[src/hdl/gpel_defines.vh]
`ifndef GPEL_DEFINES_VH
`define GPEL_DEFINES_VH
`define GPEL_OFS_STATUS        8'ha8
`define GPEL_OFS_ENABLE        8'haa
`define GPEL_RESET_VALUE       16'h0000
`define GPEL_IMPL_MASK         16'hc91f
`define GPEL_BIT_SOCKET0_VIDEO 15
`define GPEL_BIT_SOCKET1_VIDEO 14
`define GPEL_BIT_POWER         11
`define GPEL_BIT_HIGH_PROG     8
`define GPEL_VIDEO_PORT_BIT    6
`define GPEL_PROG_12V_CODE     2'h2
`define GPEL_INPUT_COUNT       5
`endif

[src/hdl/gpel_event_logic.v]
`timescale 1ns/100ps
`include "gpel_defines.vh"
module gpel_event_logic #(
  parameter NUM_INPUTS = `GPEL_INPUT_COUNT
) (
  input  wire                  sys_clk,
  input  wire                  rst,
  input  wire                  cfg_function0,
  input  wire                  cfg_write,
  input  wire                  cfg_read,
  input  wire [7:0]            cfg_addr,
  input  wire [15:0]           cfg_wdata,
  input  wire [1:0]            cfg_byte_en,
  output reg  [15:0]           cfg_rdata,
  input  wire [7:0]            socket0_card_control,
  input  wire [7:0]            socket1_card_control,
  input  wire [3:0]            socket0_power_select,
  input  wire [3:0]            socket1_power_select,
  input  wire [NUM_INPUTS-1:0] general_input_pins,
  input  wire [NUM_INPUTS-1:0] input_configured,
  input  wire                  event_pin_configured,
  output reg                   system_event_out_n,
  output reg                   system_event_oe_n
);

  reg [NUM_INPUTS-1:0] sync_stage1;
  reg [NUM_INPUTS-1:0] sync_stage2;
  reg [NUM_INPUTS-1:0] input_last;
  reg                  video0_last;
  reg                  video1_last;
  reg [3:0]            power0_last;
  reg [3:0]            power1_last;
  reg                  history_valid;
  reg [15:0]           event_status_flags;
  reg [15:0]           event_enable_mask;
  reg [15:0]           set_events;
  reg [15:0]           clear_bits;
  reg [15:0]           write_mask;
  reg [15:0]           pending;
  reg [15:0]           next_status;
  reg [15:0]           next_rdata;
  wire                 access_ok;

  function is_12v;
    input [3:0] sel;
    begin
      is_12v = (sel[1:0] == `GPEL_PROG_12V_CODE);
    end
  endfunction

  assign access_ok = cfg_function0;

  always @(posedge sys_clk or posedge rst) begin
    if (rst) begin
      sync_stage1   <= {NUM_INPUTS{1'b0}};
      sync_stage2   <= {NUM_INPUTS{1'b0}};
      input_last    <= {NUM_INPUTS{1'b0}};
      video0_last   <= 1'b0;
      video1_last   <= 1'b0;
      power0_last   <= 4'h0;
      power1_last   <= 4'h0;
      history_valid <= 1'b0;
    end else begin
      sync_stage1   <= general_input_pins;
      sync_stage2   <= sync_stage1;
      input_last    <= sync_stage2;
      video0_last   <= socket0_card_control[`GPEL_VIDEO_PORT_BIT];
      video1_last   <= socket1_card_control[`GPEL_VIDEO_PORT_BIT];
      power0_last   <= socket0_power_select;
      power1_last   <= socket1_power_select;
      history_valid <= 1'b1;
    end
  end

  always @* begin
    set_events = 16'h0000;
    if (history_valid) begin
      set_events[`GPEL_BIT_SOCKET0_VIDEO] =
        socket0_card_control[`GPEL_VIDEO_PORT_BIT] ^ video0_last;
      set_events[`GPEL_BIT_SOCKET1_VIDEO] =
        socket1_card_control[`GPEL_VIDEO_PORT_BIT] ^ video1_last;
      set_events[`GPEL_BIT_POWER] = (socket0_power_select != power0_last) ||
                                    (socket1_power_select != power1_last);
      set_events[`GPEL_BIT_HIGH_PROG] = (is_12v(socket0_power_select) != is_12v(power0_last)) ||
                                        (is_12v(socket1_power_select) != is_12v(power1_last));
      set_events[NUM_INPUTS-1:0] = sync_stage2 ^ input_last;
    end
  end

  always @* begin
    write_mask = {{8{cfg_byte_en[1]}}, {8{cfg_byte_en[0]}}} & `GPEL_IMPL_MASK;
    clear_bits = 16'h0000;
    if (cfg_write && access_ok && cfg_addr == `GPEL_OFS_STATUS)
      clear_bits = cfg_wdata & write_mask;
    // a new event in the clearing cycle wins
    next_status = ((event_status_flags & ~clear_bits) | set_events) & `GPEL_IMPL_MASK;
    pending = event_status_flags & event_enable_mask;
    pending[NUM_INPUTS-1:0] = pending[NUM_INPUTS-1:0] & input_configured;
    next_rdata = 16'h0000;
    if (cfg_read && access_ok) begin
      case (cfg_addr)
        `GPEL_OFS_STATUS: next_rdata = event_status_flags;
        `GPEL_OFS_ENABLE: next_rdata = event_enable_mask;
        default:          next_rdata = 16'h0000;
      endcase
    end
  end

  always @(posedge sys_clk or posedge rst) begin
    if (rst) begin
      event_status_flags <= `GPEL_RESET_VALUE;
      event_enable_mask  <= `GPEL_RESET_VALUE;
      cfg_rdata          <= 16'h0000;
      system_event_out_n <= 1'b1;
      system_event_oe_n  <= 1'b1;
    end else begin
      event_status_flags <= next_status;
      if (cfg_write && access_ok && cfg_addr == `GPEL_OFS_ENABLE)
        event_enable_mask <= (event_enable_mask & ~write_mask) | (cfg_wdata & write_mask);
      cfg_rdata          <= next_rdata;
      system_event_out_n <= ~(|pending);
      system_event_oe_n  <= ~event_pin_configured;
    end
  end

endmodule // gpel_event_logic

[config.mk]
export PLATFORM = sky130hd
export DESIGN_NAME = gpel_event_logic
export DESIGN_NICKNAME = d
export VERILOG_FILES = /design/src/hdl/gpel_event_logic.v
export VERILOG_INCLUDE_DIRS = /design/src /design/src/hdl
export SDC_FILE = /design/constraint.sdc
export NUM_CORES = 1
export LEC_CHECK = 0
export ABC_AREA = 1
export ABC_CLOCK_PERIOD_IN_PS = 1800
export BUFFER_PORTS_ARGS = -buffer_cell sky130_fd_sc_hd__buf_2
export CAP_MARGIN = 20
export CORE_MARGIN = 2
export CORE_UTILIZATION = 50
export DETAILED_ROUTE_END_ITERATION = 10
export PLACE_DENSITY_LB_ADDON = 0.3
export SLEW_MARGIN = 25
export SYNTH_ARGS = -nofsm -noshare
export SYNTH_HDL_FRONTEND = slang
export SYNTH_SLANG_ARGS = --single-unit
[constraint.sdc]
create_clock -name sys_clk -period 1.8 [get_ports sys_clk]
set_clock_uncertainty 0.15 [all_clocks]
set_input_delay 0.18 -clock sys_clk [delete_from_list [all_inputs] [get_ports sys_clk]]
set_output_delay 0.18 -clock sys_clk [all_outputs]
set_load 0.005 [all_outputs]
==> results of run 1 <==
==> area by class of cell <==
| cell class | instances | area (um^2) |
|---|---|---|
| Inverter | 15 | 56.3 |
| Sequential cell | 55 | 1380 |
| Tap cell | 67 | 83.8 |
| Clock inverter | 1 | 8.76 |
| Clock buffer | 7 | 86.3 |
| Fill cell | 385 | 1610 |
| Multi-Input combinational cell | 176 | 920 |
| Timing Repair Buffer | 85 | 581 |
==> per-layer routing <==
metal	vias to the layer above	GRT usage [%]	share of wire, %
met5	-	0	0
met4	0	6.46	2.0
met3	11	3.52	4.2
met2	54	31.9	50
met1	847	23.4	44
li1	961	-	-
==> placed cells by master (no fill, tap or decap), types with 2 or more instances in the layout <==
| master | count |
|---|---|
| a21oi_2 | 9 |
| buf_4 | 2 |
| nand3_1 | 16 |
| inv_2 | 2 |
| conb_1 | 8 |
| clkbuf_8 | 6 |
| dfstp_2 | 2 |
| or2_2 | 7 |
| dlygate4sd3_1 | 27 |
| nor2_1 | 3 |
| dfrtp_1 | 53 |
| nand2_2 | 9 |
| xnor2_1 | 5 |
| nand3b_1 | 9 |
| nand2_1 | 92 |
| nor2_2 | 2 |
| inv_1 | 13 |
| buf_2 | 55 |
| nand3_4 | 3 |
| nand4_1 | 10 |
==> cell usage after synthesis <==
master | instances | area (um^2)
conb_1 | 2 | 7.51
inv_2 | 1 | 3.75
nand3_2 | 1 | 10.0
nand3_1 | 16 | 80.1
dfstp_2 | 2 | 52.6
buf_2 | 4 | 20.0
xnor2_1 | 5 | 43.8
nor3_1 | 1 | 5.00
nor2_1 | 3 | 11.3
nand4_1 | 10 | 62.6
buf_6 | 1 | 11.3
nand3_4 | 3 | 52.6
inv_1 | 14 | 52.6
buf_1 | 1 | 3.75
nand2_2 | 9 | 56.3
buf_12 | 1 | 20.0
dfrtp_1 | 53 | 1330
nor2_2 | 2 | 12.5
nand2_1 | 92 | 345
nand3b_1 | 9 | 67.6
nor2_8 | 1 | 20.0
or2_2 | 7 | 43.8
buf_4 | 8 | 60.1
a21oi_2 | 9 | 78.8
==> through the flow <==
stage	util, %	worst slack (ns)	power [mW]	instances	hold slack, ns
after floorplan	-	0.130	1.43	261	0.0562
after global placement	58.2	0.390	1.50	371	0.0964
after detailed placement	58.2	0.363	1.51	371	0.0992
after CTS	65.9	0.206	2.23	406	0.00356
after global routing	65.9	0.0895	2.32	406	0.00720
final	65.9	0.166	2.22	406	0.00443
==> kinds of logic after synthesis <==
logic type	count (synthesis)	synth area share, %
AO/OA/AOI/OAI	9	3.22
AND/OR/NAND/NOR	154	31.3
other	2	0.307
flip-flops	55	56.3
XOR/XNOR	5	1.79
buffers and inverters	30	7.00
==> power by group <==
part	switching, mW	leakage, nW	internal, mW
Clock	0.380	0.0484	0.316
Combinational	0.118	0.851	0.118
Sequential	0.0187	0.654	1.27
Total	0.517	1.55	1.71
==> worst min-delay path by stage <==
stage,start,end,slack [ns],cells after the start
after floorplan,event_pin_configured,system_event_oe_n$_DFF_PP1_,0.06,1
after global placement,rst,sync_stage1[0]$_DFF_PP0_,0.1,3
after detailed placement,rst,sync_stage1[4]$_DFF_PP0_,0.1,3
after CTS,cfg_wdata[8],register,0.004,3
after global routing,cfg_wdata[15],register,0.007,3
final,cfg_wdata[15],register,0.004,3
==> worst min-delay path, cell delays in order <==
cell	delay, ns
buf_2	0.11
nand4_1	0.08
nand2_1	0.05
==> flow_summary.toml, run 1 <==
[run_status]
outcome = "completed"

[clock_network]
htreeDepth = 2
cts_buffers = 5
clk_latency_ns = 0.30
path_clk_slew_ns = 0.09
postCtsHoldBufs = 27
clkSinkCount = 55
ctsResizeCount = 0
post_cts_buffers = 0
cts_tree = "done"
cts_root_buf = "clkbuf_8"
cts_buffer_depth = 2

[yosys]
ys_ff_latch = 55
synth_cell_types = 24
ys_seq_area_share_pct = 56.3
syn-cell-area_um2 = 2450
ys_warn_count = 0
avgSynthCellArea_um2 = 9.60
synthCells = 255

[grt]
grt_first_pass_wirelength_um = 7800
antenna_found_initial = 0
track_usage_pct = 18.5
grt_start_max_net_pins = 56
grt_pass1_vias = 1851
grt-ovfl-total = 0

[critical_path]
cp-start-kind = "primary input"
crit_cells = 6
worstSetupPathType = "primary input to register"
end_kind = "register"
critical_path.endpoint = "system_event_out_n$_DFF_PP1_"
crit_arrival_ns = 1.71
cp_num_buf_inv = 3
worstRegToRegCells = 4
reg2reg_setup_slack_ns = 0.24
cpLargestDelayFamily = "buffers and inverters"
r2r_end = "system_event_out_n$_DFF_PP1_"
path_cells = "dlygate4sd3_1, buf_2, nand3_1, nand3_1, dlygate4sd3_1, nor3_1"
setup.worst_path.start = "input_configured[3]"
crit_required_ns = 1.87
slowest_delay_ns = 0.56
crit_fanout = 1
r2r-start = "event_status_flags[3]$_DFF_PP0_"
crit_slowest_cell = "dlygate4sd3_1"

[routing]
drc = 0
first_iter_violations = 66
avgRoutedWirePerCell_um = 10.9
viasPerCell = 4.61
vias = 1873
antenna_left = 0
wl_um = 4420
dr.pass1.iters = 4

[placement]
gp_congestion = 0.808
dpl.hpwl_um = 2840
place_area_um2 = 2750
port_buffers = 55

[finish]
antenna_cells = 0
drive_gt1_share_pct = 29.8
final_area_um2 = 3110
syn_to_final_growth_pct = 27.2
final_nets = 404

[timing]
drv_slew = 0
max_freq_mhz = 612
rsz0062_at_grt = "no"
setup_tns_ns = 0
layout_min_cycle_time_ns = 1.63
finalSetupViolations = 0
hold_viol_final = 0
fin_crit_sh_pct = 90.8

[floorplan]
rows = 25
fp.dieArea_um2 = 5470
core_um2 = 4720
die_width_um = 74.0
io-pin-count = 84
die_y_um = 74.0
initial_core_util_pct = 51.8

[min_path]
hold_path_class = "primary input to register"

[run]
drv_cap = 0

[power]
ir_drop_mv = 0.622
p_leak_nw = 1.55
p_per_area_nw_per_um2 = 714
Note: power is estimated with default switching activity, not from simulation.
==> inputs of run 2 (changes only) <==
--- a/config.mk
+++ b/config.mk
@@ -8,11 +8,11 @@
 export LEC_CHECK = 0
 export ABC_AREA = 1
 export ABC_CLOCK_PERIOD_IN_PS = 1800
-export BUFFER_PORTS_ARGS = -buffer_cell sky130_fd_sc_hd__buf_2
 export CAP_MARGIN = 20
 export CORE_MARGIN = 2
-export CORE_UTILIZATION = 50
+export CORE_UTILIZATION = 57
 export DETAILED_ROUTE_END_ITERATION = 10
+export DONT_BUFFER_PORTS = 1
 export PLACE_DENSITY_LB_ADDON = 0.3
 export SLEW_MARGIN = 25
 export SYNTH_ARGS = -nofsm -noshare
==> flow_summary.toml, run 2 (synthesized netlist as in run 1, its figures left out) <==
[grt]
met2_usage_pct = 33.8
grtUsageMet3_pct = 4.22
grt.busiest_layer = "met2"
track_usage_pct = 18.6
grt_start_max_net_pins = 56
grt_pass1_vias = 1804
grt-ovfl-total = 0
grt_first_pass_wirelength_um = 7300
use_met1_pct = 22.0
antenna_found_initial = 0

[floorplan]
fp.dieArea_um2 = 4830
initial_core_util_pct = 60.3
io-pin-count = 84
die_width_um = 69.5
core_um2 = 4060
die_y_um = 69.5
rows = 23

[timing]
layout_min_cycle_time_ns = 1.64
max_freq_mhz = 608
finalSetupViolations = 0
drv_slew = 0
setup_ws_ns = 0.156
fin_crit_sh_pct = 91.3
rsz0062_at_grt = "no"
setup_tns_ns = 0
hold_viol_final = 0

[routing]
first_iter_violations = 101
antenna_left = 0
dr.pass1.iters = 4
viasPerCell = 4.94
vias = 1686
drc = 0
wl_um = 4020
avgRoutedWirePerCell_um = 11.8

[critical_path]
crit_required_ns = 1.91
end_kind = "register"
worstRegToRegCells = 4
reg2reg_setup_slack_ns = 0.20
crit_fanout = 11
cp-start-kind = "primary input"
setup.worst_path.start = "cfg_byte_en[0]"
r2r-start = "event_status_flags[1]$_DFF_PP0_"
crit_arrival_ns = 1.75
worstSetupPathType = "primary input to register"

[finish]
multi_input_comb_area_um2 = 920
syn_to_final_growth_pct = 18.2
drive_gt1_share_pct = 16.2
final_cell_mix = "92 x nand2_1, 53 x dfrtp_1, 34 x dlygate4sd3_1, 16 x nand3_1, 13 x inv_1"
final_nets = 356
mostFrequentLayoutCell = "nand2_1"
register_area_um2 = 1380
antenna_cells = 0
fillers = 282

[power]
p_leak_nw = 1.35
switching_share_pct = 24.7
p_clk_share_pct = 32.9
ir_drop_mv = 0.654
comb_power_share_pct = 8.4
p_switching_mw = 0.544
p_seq_share_pct = 58.7
p_per_area_nw_per_um2 = 762
p_int_mw = 1.66

[clock_network]
post_cts_buffers = 0
clk_latency_ns = 0.31
ctsResizeCount = 0
path_clk_slew_ns = 0.10
cts_root_buf = "clkbuf_8"
cts_tree = "done"
clkSinkCount = 55
htreeDepth = 2
cts_buffer_depth = 2
cts_buffers = 5

[min_path]
hold_path_depth = 6
hold_start = "socket1_power_select[2]"
hold_path_class = "primary input to register"

[placement]
gp_congestion = 0.753
dp_slack_ns = 0.491
dpl.hpwl_um = 2640
port_buffers = 0

[run]
drv_cap = 0

[run_status]
outcome = "completed"
[run 2: stage by stage]
step	cells	hold WS (ns)	total power [mW]	utilization (%)	area (um^2)
final	341	0.00145	2.20	71.3	2890
after global routing	341	0.0498	2.30	71.3	2890
after CTS	341	0.00195	2.23	71.3	2890
after detailed placement	299	-0.0131	1.44	60.4	2450
after global placement	299	-0.0186	1.43	60.4	2450
after floorplan	261	0.0562	1.43	-	2470
[run 2: per-layer routing]
metal  wire length [um]  up-vias
met2               2090       48
li1                   -      862
met3                205        3
met4                 30        0
met5                  0        -
met1               1700      773
[run 2: layout make-up]
class / instances / share of cell area (%)
Multi-Input combinational cell: 176 / 31.8
Clock buffer: 5 / 2.38
Sequential cell: 55 / 47.7
Timing Repair Buffer: 37 / 13.0
Inverter: 15 / 1.95
Tap cell: 50 / 2.16
Clock inverter: 3 / 1.08
[run 2: power groups by stage]
stage	sequential, mW	clock [mW]	combinational [mW]
4_1_cts	1.29	0.749	0.185
3_5_place_dp	1.32	0	0.121
2_1_floorplan	1.31	0	0.120
3_3_place_gp	1.32	0	0.117
6_report	1.29	0.726	0.185
5_1_grt	1.30	0.785	0.212
[run 2: timing repair]
item / 4_1_cts / 5_1_grt
setup endpoints to repair: 0 / 0
hold endpoints to repair: 90 / 0
hold buffers: 34 / 0
[run 2: worst max-delay path, cell delays in order]
cell           delay, ns
dlygate4sd3_1       0.79
nand4_1             0.14
dlygate4sd3_1       0.58
nand2_1             0.06
[run 2: worst paths after layout]
kind / to
setup / recovery: register
hold / removal: event_status_flags[11]$_DFF_PP0_
setup reg to reg: system_event_out_n$_DFF_PP1_
hold reg to reg: sync_stage2[1]$_DFF_PP0_
max in group asynchronous: system_event_out_n$_DFF_PP1_
min in group asynchronous: sync_stage1[0]$_DFF_PP0_
